--- src/design/operand_address_pkg.sv ---
// shared constants and types for the operand effective-address unit
package operand_address_pkg;
  localparam int WORD_W = 16;
  localparam int REG_COUNT = 8;
  localparam logic [2:0] PROGRAM_COUNTER_NUM = 3'h7;
  localparam logic [2:0] STACK_POINTER_NUM = 3'h6;
  localparam logic [15:0] WORD_STEP = 16'h0002;
  localparam logic [15:0] BYTE_STEP = 16'h0001;
  localparam logic [15:0] REG_RESET = 16'h0000;
  localparam logic [15:0] PC_RESET = 16'h0000;
  // specifier field positions
  localparam int SRC_MODE_HI = 11;
  localparam int SRC_MODE_LO = 9;
  localparam int SRC_REG_HI = 8;
  localparam int SRC_REG_LO = 6;
  localparam int DST_MODE_HI = 5;
  localparam int DST_MODE_LO = 3;
  localparam int DST_REG_HI = 2;
  localparam int DST_REG_LO = 0;
  localparam int BYTE_FLAG_BIT = 15;
  // operand mode codes
  localparam logic [2:0] MODE_REGISTER = 3'h0;
  localparam logic [2:0] MODE_REG_DEFERRED = 3'h1;
  localparam logic [2:0] MODE_AUTOINC = 3'h2;
  localparam logic [2:0] MODE_AUTOINC_DEFERRED = 3'h3;
  localparam logic [2:0] MODE_AUTODEC = 3'h4;
  localparam logic [2:0] MODE_AUTODEC_DEFERRED = 3'h5;
  localparam logic [2:0] MODE_INDEX = 3'h6;
  localparam logic [2:0] MODE_INDEX_DEFERRED = 3'h7;
  typedef enum logic [2:0] {
    OP_ADD,
    OP_CLEAR,
    OP_COMPLEMENT,
    OP_INCREMENT,
    OP_NONE
  } op_kind_t;
endpackage

--- src/design/step_size.sv ---
// register step amount for auto-increment and auto-decrement
module step_size
(
  input wire logic [2:0] mode,
  input wire logic [2:0] reg_num,
  input wire logic byte_op,
  output logic [15:0] step
);
  always_comb
  begin
    // deferred modes step over a pointer word, so always two
    if (mode == operand_address_pkg::MODE_AUTOINC_DEFERRED
        || mode == operand_address_pkg::MODE_AUTODEC_DEFERRED)
      step = operand_address_pkg::WORD_STEP;
    else if (reg_num == operand_address_pkg::PROGRAM_COUNTER_NUM)
      step = operand_address_pkg::WORD_STEP;
    else if (reg_num == operand_address_pkg::STACK_POINTER_NUM)
      step = operand_address_pkg::WORD_STEP;
    else if (byte_op)
      step = operand_address_pkg::BYTE_STEP;
    else
      step = operand_address_pkg::WORD_STEP;
  end
endmodule

--- src/design/operand_address_unit.sv ---
// operand effective-address sequencer with general registers and word memory port
//==============================================================
module operand_address_unit
(
  input wire logic sys_clk,
  input wire logic resetn,
  input wire logic start,
  output logic mem_req,
  output logic mem_write,
  output logic [15:0] mem_addr,
  output logic [15:0] mem_wdata,
  input wire logic mem_ack,
  input wire logic [15:0] mem_rdata,
  output logic busy,
  output logic [15:0] program_counter,
  output logic [15:0] stack_pointer
);
  typedef enum logic [3:0] {
    S_IDLE, S_FETCH, S_SPEC, S_EXT, S_PTR, S_OPER, S_EXEC, S_WRITE
  } state_t;

  //==============================================================
  // state
  state_t state, next_state;
  logic [15:0] regs [8];
  logic [15:0] next_regs [8];
  logic [15:0] instr, next_instr;
  logic phase_dst, next_phase_dst;
  logic [15:0] ea, next_ea;
  logic [15:0] src_val, next_src_val;
  logic [15:0] dst_val, next_dst_val;
  logic [15:0] dst_ea, next_dst_ea;
  logic next_mem_req, next_mem_write;
  logic [15:0] next_mem_addr, next_mem_wdata;
  logic [2:0] mode, rnum;
  logic byte_op;
  logic [15:0] step;
  operand_address_pkg::op_kind_t op;

  assign mode = phase_dst ? instr[operand_address_pkg::DST_MODE_HI:operand_address_pkg::DST_MODE_LO]
                          : instr[operand_address_pkg::SRC_MODE_HI:operand_address_pkg::SRC_MODE_LO];
  assign rnum = phase_dst ? instr[operand_address_pkg::DST_REG_HI:operand_address_pkg::DST_REG_LO]
                          : instr[operand_address_pkg::SRC_REG_HI:operand_address_pkg::SRC_REG_LO];
  assign byte_op = instr[operand_address_pkg::BYTE_FLAG_BIT];

  step_size u_step
  (
    .mode(mode),
    .reg_num(rnum),
    .byte_op(byte_op),
    .step(step)
  );

  // small opcode decode for the handful of operations the unit runs
  always_comb
  begin
    if (instr[14:12] == 3'h6)
      op = operand_address_pkg::OP_ADD;
    else if (instr[14:6] == 9'h028)
      op = operand_address_pkg::OP_CLEAR;
    else if (instr[14:6] == 9'h029)
      op = operand_address_pkg::OP_COMPLEMENT;
    else if (instr[14:6] == 9'h02a)
      op = operand_address_pkg::OP_INCREMENT;
    else
      op = operand_address_pkg::OP_NONE;
  end

  //==============================================================
  // sequencer
  always_comb
  begin
    next_state = state;
    next_regs = regs;
    next_instr = instr;
    next_phase_dst = phase_dst;
    next_ea = ea;
    next_src_val = src_val;
    next_dst_val = dst_val;
    next_dst_ea = dst_ea;
    next_mem_req = mem_req;
    next_mem_write = mem_write;
    next_mem_addr = mem_addr;
    next_mem_wdata = mem_wdata;
    unique case (state)
      S_IDLE:
      begin
        if (start)
        begin
          next_mem_req = 1'b1;
          next_mem_write = 1'b0;
          next_mem_addr = regs[operand_address_pkg::PROGRAM_COUNTER_NUM];
          next_state = S_FETCH;
        end
      end
      S_FETCH:
      begin
        if (mem_ack)
        begin
          next_mem_req = 1'b0;
          next_instr = mem_rdata;
          next_regs[operand_address_pkg::PROGRAM_COUNTER_NUM] =
            regs[operand_address_pkg::PROGRAM_COUNTER_NUM] + operand_address_pkg::WORD_STEP;
          // single-operand instructions skip the source phase
          next_phase_dst = (mem_rdata[14:12] != 3'h6);
          next_state = S_SPEC;
        end
      end
      S_SPEC:
      begin
        // register seven takes the same mode arms as any other register, but always steps by two and indexes from the advanced counter
        unique case (mode)
          operand_address_pkg::MODE_REGISTER:
          begin
            if (phase_dst)
              next_dst_val = regs[rnum];
            else
              next_src_val = regs[rnum];
            next_state = phase_dst ? S_EXEC : S_SPEC;
            next_phase_dst = 1'b1;
          end
          operand_address_pkg::MODE_REG_DEFERRED:
          begin
            next_ea = regs[rnum];
            next_mem_req = 1'b1;
            next_mem_addr = regs[rnum];
            next_state = S_OPER;
          end
          operand_address_pkg::MODE_AUTOINC, operand_address_pkg::MODE_AUTOINC_DEFERRED:
          begin
            // pointer taken then register (or counter) advanced
            next_ea = regs[rnum];
            next_mem_req = 1'b1;
            next_mem_addr = regs[rnum];
            next_regs[rnum] = regs[rnum] + step;
            next_state = (mode == operand_address_pkg::MODE_AUTOINC) ? S_OPER : S_PTR;
          end
          operand_address_pkg::MODE_AUTODEC, operand_address_pkg::MODE_AUTODEC_DEFERRED:
          begin
            next_ea = regs[rnum] - step;
            next_regs[rnum] = regs[rnum] - step;
            next_mem_req = 1'b1;
            next_mem_addr = regs[rnum] - step;
            next_state = (mode == operand_address_pkg::MODE_AUTODEC) ? S_OPER : S_PTR;
          end
          operand_address_pkg::MODE_INDEX, operand_address_pkg::MODE_INDEX_DEFERRED:
          begin
            // indexed forms: extension word taken through the counter
            next_mem_req = 1'b1;
            next_mem_addr = regs[operand_address_pkg::PROGRAM_COUNTER_NUM];
            next_state = S_EXT;
          end
        endcase
      end
      S_EXT:
      begin
        if (mem_ack)
        begin
          // source extension consumed first, counter advanced
          next_regs[operand_address_pkg::PROGRAM_COUNTER_NUM] =
            regs[operand_address_pkg::PROGRAM_COUNTER_NUM] + operand_address_pkg::WORD_STEP;
          // with register seven the base is the already advanced counter
          if (rnum == operand_address_pkg::PROGRAM_COUNTER_NUM)
            next_ea = mem_rdata + regs[operand_address_pkg::PROGRAM_COUNTER_NUM]
                      + operand_address_pkg::WORD_STEP;
          else
            next_ea = mem_rdata + regs[rnum];
          next_mem_addr = next_ea;
          next_state = (mode == operand_address_pkg::MODE_INDEX_DEFERRED) ? S_PTR : S_OPER;
        end
      end
      S_PTR:
      begin
        if (mem_ack)
        begin
          next_ea = mem_rdata;
          next_mem_addr = mem_rdata;
          next_state = S_OPER;
        end
      end
      S_OPER:
      begin
        if (mem_ack)
        begin
          next_mem_req = 1'b0;
          if (phase_dst)
          begin
            next_dst_val = mem_rdata;
            next_dst_ea = ea;
            next_state = S_EXEC;
          end
          else
          begin
            next_src_val = mem_rdata;
            next_phase_dst = 1'b1;
            next_state = S_SPEC;
          end
        end
      end
      S_EXEC:
      begin
        unique case (op)
          operand_address_pkg::OP_ADD: next_mem_wdata = src_val + dst_val;
          operand_address_pkg::OP_CLEAR: next_mem_wdata = 16'h0000;
          operand_address_pkg::OP_COMPLEMENT: next_mem_wdata = ~dst_val;
          operand_address_pkg::OP_INCREMENT: next_mem_wdata = dst_val + 16'h0001;
          default: next_mem_wdata = dst_val;
        endcase
        if (mode == operand_address_pkg::MODE_REGISTER)
        begin
          next_regs[rnum] = next_mem_wdata;
          next_state = S_IDLE;
        end
        else
        begin
          next_mem_req = 1'b1;
          next_mem_write = 1'b1;
          next_mem_addr = dst_ea;
          next_state = S_WRITE;
        end
      end
      S_WRITE:
      begin
        if (mem_ack)
        begin
          next_mem_req = 1'b0;
          next_mem_write = 1'b0;
          next_state = S_IDLE;
        end
      end
      default: next_state = S_IDLE;
    endcase
  end

  always_ff @(posedge sys_clk or negedge resetn)
  begin
    if (!resetn)
    begin
      state <= S_IDLE;
      for (int i = 0; i < operand_address_pkg::REG_COUNT; i++)
        regs[i] <= operand_address_pkg::REG_RESET;
      instr <= 16'h0000;
      phase_dst <= 1'b0;
      ea <= 16'h0000;
      src_val <= 16'h0000;
      dst_val <= 16'h0000;
      dst_ea <= 16'h0000;
      mem_req <= 1'b0;
      mem_write <= 1'b0;
      mem_addr <= 16'h0000;
      mem_wdata <= 16'h0000;
      busy <= 1'b0;
      program_counter <= operand_address_pkg::PC_RESET;
      stack_pointer <= operand_address_pkg::REG_RESET;
    end
    else
    begin
      state <= next_state;
      regs <= next_regs;
      instr <= next_instr;
      phase_dst <= next_phase_dst;
      ea <= next_ea;
      src_val <= next_src_val;
      dst_val <= next_dst_val;
      dst_ea <= next_dst_ea;
      mem_req <= next_mem_req;
      mem_write <= next_mem_write;
      mem_addr <= next_mem_addr;
      mem_wdata <= next_mem_wdata;
      busy <= (next_state != S_IDLE);
      program_counter <= next_regs[operand_address_pkg::PROGRAM_COUNTER_NUM];
      stack_pointer <= next_regs[operand_address_pkg::STACK_POINTER_NUM];
    end
  end
endmodule

--- config.mk ---
export PLATFORM = sky130hd
export DESIGN_NAME = operand_address_unit
export DESIGN_NICKNAME = d
export VERILOG_FILES = /design/src/design/operand_address_pkg.sv /design/src/design/step_size.sv /design/src/design/operand_address_unit.sv
export SDC_FILE = /design/constraint.sdc
export NUM_CORES = 1
export LEC_CHECK = 0
export BUFFER_PORTS_ARGS = -buffer_cell sky130_fd_sc_hd__buf_2
export CORE_MARGIN = 4
export CORE_UTILIZATION = 55
export DETAILED_ROUTE_END_ITERATION = 10
export HOLD_SLACK_MARGIN = 0.08
export PLACE_DENSITY = 0.75
export REMOVE_ABC_BUFFERS = 1
export SLEW_MARGIN = 15
export SYNTH_ARGS = -nofsm -noshare
export SYNTH_HDL_FRONTEND = slang
export SYNTH_SLANG_ARGS = --single-unit
--- constraint.sdc ---
create_clock -name sys_clk -period 6.8 [get_ports sys_clk]
set_input_delay 1.36 -clock sys_clk [delete_from_list [all_inputs] [get_ports sys_clk]]
set_output_delay 1.36 -clock sys_clk [all_outputs]
set_load 0.03 [all_outputs]
==> impl_summary.txt <==
----------------------------------------------------
[Status]
  Outcome ... finished, final reports clean

[Routing]
  Vias after detailed routing ... 15890
  Iteration-0 DRC count of the detailed router ... 1789
  DRT Wirelength ... 57270 um
  Antenna viol nets, final ... 0
  Avg WL per Cell ... 24.04 um
  Number of optimization iterations in the first detailed-route pass ... 6
  Number of DRC violations after detailed routing ... 0
  Per-cell via count in the routed design ... 6.672

[Placement]
  Half-perimeter wire length of the detailed placement result ... 41800 um
  IO buf count ... 86
  GPL Wtd Cong ... 0.9984

[Critical path]
  Critical Path Fanout Max ... 24
  WP data required ... 7.32 ns
  Startpoint type of the worst setup path ... flip-flop
  Worst Setup End Kind ... flip-flop
  Critical path class ... flip-flop to flip-flop
  Arrival time at the worst endpoint ... 6.16 ns

[Synthesis]
  Top post-synthesis cells by area ... sky130_fd_sc_hd__dfrtp_1, sky130_fd_sc_hd__o21ai_0, sky130_fd_sc_hd__nand2_1
  Portion of netlist area occupied by mux cells ... 7.316%
  Primary FF master, synth ... sky130_fd_sc_hd__dfrtp_1
  Gate count of the mapped netlist ... 1971
  Yosys Warn Count ... 0
  Fraction of synthesis flops using an asynchronous set or reset pin ... 100.0%
  Dominant cell type by area after synthesis ... sky130_fd_sc_hd__dfrtp_1
  Fraction of the mapped netlist area in simple logic gates ... 17.95%
  Number of flops mapped to enable cells by yosys ... 0
  Share of the yosys chip area belonging to registers ... 37.25%
  Post-Synth Adder-Cell Area ... 5.408%
  Area share of the largest cell type after synthesis ... 37.25%
  Post-synthesis xor/xnor area fraction ... 2.734%
  Post-synthesis area per instance ... 8.452 sq um
  Post-Synthesis Cell Area ... 16660 sq um
  Count of cell types in the netlist ... 93
  Synthesized flop and latch total ... 248
  Synth Area in Compound Gates ... 24.06%
  Dominant combinational cell family by area after synthesis ... compound AO/OA/AOI/OAI gates

[Timing]
  Number of max-slew violations in the final report ... 0
  Layout Skew ... 0.04252 ns
  Headroom to the max-slew limit ... 14.39%
  Peak clock frequency supported by timing ... 0.1773 GHz
  Period utilization ... 82.94%
  Crit path time final ... 5.640 ns
  Setup repair after global routing missed its margin ... no
  Number of failing hold endpoints at the final stage ... 0
  Worst slew pin tran ... 1.284 ns
  Total negative slack ... 0 ns
  Final number of setup-violating endpoints ... 0

[Die]
  Die Y ... 182.0 um
  I/O pin total ... 87
  Initial Utilization ... 55.91%
  Die Outline Area ... 33140 sq um
  Floorplan core area ... 29800 sq um
  Number of placement rows ... 63
  Width of the chip ... 182.0 um

[Global route]
  Number of antenna violations at the first check in global routing ... 2
  Remaining Overflow, GRT ... 0
  Via count of the first global-routing pass ... 15120
  First-pass GRT wire length ... 88200 um
  Total track usage ... 33.71%
  Pin count of the biggest net entering global routing ... 165

[Clocking]
  Number of instances resized during post-cts repair ... 0
  Later-pin clock latency in the skew report ... 0.58 ns
  H-tree depth ... 1
  CTS hold repair buffers ... 0
  Sinks on the clock net ... 248
  Clock-pin slew on the worst setup and hold paths ... 0.06 ns
  Total clock buffers created by CTS ... 28
  Clock tree from TritonCTS ... done
  Maximum number of buffers from clock root to sink ... 3
  Buffers inserted by post-CTS timing repair ... 0
  Root Driver ... sky130_fd_sc_hd__clkbuf_16

[Power]
  Clock network fraction of total power ... 14.8%
  Total net switching power ... 5.448 mW
  Relative contribution of sequential cells to total power ... 24.9%
  Areal power density over the cells ... 573.4 nW/um^2
  Peak supply drop ... 0.3176 mV
  Combinational group share of total power ... 60.3%
  Internal power of the cells ... 4.931 mW
  Net switching fraction of the power ... 52.49%
  Total leakage power ... 8.087 nW

[Flow run]
  Max-cap check violation count ... 0

[Cells and area]
  Count of inserted antenna diode cells ... 0
  Fraction of the core area covered by cells at the end of the flow ... 60.74%
  Area growth, synth to finish ... 8.645%
  Share of layout cells above drive strength 1 ... 12.90%
  Final layout net count ... 2061

[Worst hold path]
  Min-delay worst type ... flip-flop to flip-flop

----------------------------------------------------
==> per-layer routing <==
| layer | track usage, % | up-vias | share of wire [%] |
|---|---|---|---|
| li1 | - | 7144 | - |
| met1 | 45.40 | 7663 | 40 |
| met2 | 52.50 | 894 | 44 |
| met3 | 7.151 | 190 | 10 |
| met4 | 15.28 | 2 | 5.6 |
| met5 | 0 | - | 0.019 |
==> worst max-delay path: stages (launching register included) <==
cell                      delay (ns)
sky130_fd_sc_hd__dfrtp_1        1.05
sky130_fd_sc_hd__mux2_2         0.58
sky130_fd_sc_hd__nor2_1         0.12
sky130_fd_sc_hd__o21ai_0        0.61
sky130_fd_sc_hd__and3_1         0.35
sky130_fd_sc_hd__ha_1           0.16
sky130_fd_sc_hd__inv_1          0.06
sky130_fd_sc_hd__fa_1           0.54
sky130_fd_sc_hd__nor2_1         0.33
sky130_fd_sc_hd__nand2_1        0.17
sky130_fd_sc_hd__nor3_1         0.48
sky130_fd_sc_hd__o21ai_0        0.23
sky130_fd_sc_hd__a31oi_2        0.62
sky130_fd_sc_hd__mux2_2         0.28
==> synth_stat cells, types with 8 or more instances <==
| library cell | number |
|---|---|
| sky130_fd_sc_hd__o22ai_1 | 8 |
| sky130_fd_sc_hd__clkbuf_1 | 89 |
| sky130_fd_sc_hd__mux2_2 | 43 |
| sky130_fd_sc_hd__a21o_1 | 17 |
| sky130_fd_sc_hd__xnor2_1 | 34 |
| sky130_fd_sc_hd__nor3_1 | 42 |
| sky130_fd_sc_hd__nand2_1 | 267 |
| sky130_fd_sc_hd__a21oi_1 | 109 |
| sky130_fd_sc_hd__o221ai_1 | 11 |
| sky130_fd_sc_hd__nand4_1 | 10 |
| sky130_fd_sc_hd__ha_1 | 64 |
| sky130_fd_sc_hd__o21ai_0 | 217 |
| sky130_fd_sc_hd__buf_4 | 35 |
| sky130_fd_sc_hd__a221oi_1 | 25 |
| sky130_fd_sc_hd__a211oi_1 | 19 |
| sky130_fd_sc_hd__inv_1 | 33 |
| sky130_fd_sc_hd__nand2b_1 | 14 |
| sky130_fd_sc_hd__mux2i_1 | 55 |
| sky130_fd_sc_hd__nor4_1 | 12 |
| sky130_fd_sc_hd__o21ai_1 | 26 |
| sky130_fd_sc_hd__nor2b_1 | 16 |
| sky130_fd_sc_hd__o31ai_1 | 9 |
| sky130_fd_sc_hd__nor2_1 | 215 |
| sky130_fd_sc_hd__a31oi_1 | 56 |
| sky130_fd_sc_hd__nand3_1 | 29 |
| sky130_fd_sc_hd__buf_2 | 15 |
| sky130_fd_sc_hd__dfrtp_1 | 248 |
| sky130_fd_sc_hd__xor2_1 | 18 |
| sky130_fd_sc_hd__a22oi_1 | 25 |
| sky130_fd_sc_hd__o21a_1 | 18 |
| sky130_fd_sc_hd__and3_1 | 20 |
| sky130_fd_sc_hd__o211ai_1 | 10 |
==> registers in the layout, summed over array words and instances, names as in the netlist <==
register   cells
phase_dst      1
busy           1
mem_wdata     16
regs         128
instr         16
state          4
mem_req        1
dst_val       16
ea            16
dst_ea        16
mem_addr      16
src_val       16
mem_write      1
==> power groups by stage <==
stage                     sequential, mW  combinational, mW  clock, mW
after floorplan                     2.71               3.81          0
after global placement              2.55               5.98          0
after detailed placement            2.57               6.06          0
after CTS                           2.55               6.10       1.55
after global routing                2.64               6.72       1.61
final                               2.58               6.26       1.53
==> final cells by class <==
class                      count  area (sq um)
clock buffer                  36         770.7
sequential                   248          6206
tap                          390         488.0
multi-input combinational   1538          9628
fill                        2585         11700
clock inverter                14         162.7
inverter                      36         135.1
timing repair buffer         120         708.2
==> kinds of logic (layout without fill, tap and decap cells) <==
| kind of cell | Yosys count | after routing |
|---|---|---|
| buffers and inverters | 185 | 206 |
| muxes | 110 | 110 |
| adders and majority gates | 69 | 69 |
| DFF | 248 | 248 |
| other | 1 | 1 |
| AOI/OAI and AO/OA | 633 | 633 |
| xor gates and xnor gates | 52 | 52 |
| and+or+nand+nor | 673 | 673 |
==> through the flow <==
| step | cells | setup WS, ns | power [mW] | instance area (sq um) | hold slack, ns |
|---|---|---|---|---|---|
| final | 2382 | 1.160 | 10.38 | 18100 | 0.4741 |
| after global routing | 2382 | 0.8881 | 10.97 | 18100 | 0.4963 |
| after CTS | 2382 | 1.405 | 10.21 | 18090 | 0.4770 |
| after detailed placement | 2332 | 1.427 | 8.636 | 17160 | 0.4633 |
| after global placement | 2332 | 1.540 | 8.525 | 17160 | 0.4554 |
| after floorplan | 1822 | 1.334 | 6.529 | 15920 | 0.4422 |
==> path summary, 6_finish.rpt <==
path,startpoint,endpoint,slack (ns),depth (start not counted)
setup / recovery,phase_dst,regs[90],1.16,13
min in group asynchronous,resetn,src_val[7],0.79,1
max in group asynchronous,resetn,regs[0],4.68,2
setup reg to reg,phase_dst,regs[90],1.16,13
hold reg to reg,src_val[4],src_val[4],0.47,2
hold / removal,src_val[4],src_val[4],0.47,2
==> layout by cell type (no fill, tap or decap), types with 19 or more instances in the layout <==
| master | netlist | layout |
|---|---|---|
| sky130_fd_sc_hd__nand3_1 | 29 | 29 |
| sky130_fd_sc_hd__o21ai_0 | 217 | 217 |
| sky130_fd_sc_hd__a221oi_1 | 25 | 25 |
| sky130_fd_sc_hd__nor3_1 | 42 | 39 |
| sky130_fd_sc_hd__nand2_1 | 267 | 267 |
| sky130_fd_sc_hd__buf_2 | 15 | 85 |
| sky130_fd_sc_hd__dfrtp_1 | 248 | 248 |
| sky130_fd_sc_hd__a31oi_1 | 56 | 56 |
| sky130_fd_sc_hd__and3_1 | 20 | 20 |
| sky130_fd_sc_hd__mux2_2 | 43 | 43 |
| sky130_fd_sc_hd__inv_1 | 33 | 33 |
| sky130_fd_sc_hd__mux2i_1 | 55 | 53 |
| sky130_fd_sc_hd__a21oi_1 | 109 | 108 |
| sky130_fd_sc_hd__a22oi_1 | 25 | 25 |
| sky130_fd_sc_hd__xnor2_1 | 34 | 34 |
| sky130_fd_sc_hd__o21ai_1 | 26 | 24 |
| sky130_fd_sc_hd__nor2_1 | 215 | 213 |
| sky130_fd_sc_hd__buf_4 | 35 | 33 |
| sky130_fd_sc_hd__ha_1 | 64 | 64 |
| sky130_fd_sc_hd__clkbuf_16 | 0 | 28 |
| sky130_fd_sc_hd__a211oi_1 | 19 | 19 |
Power figures use the tool's default switching activity.
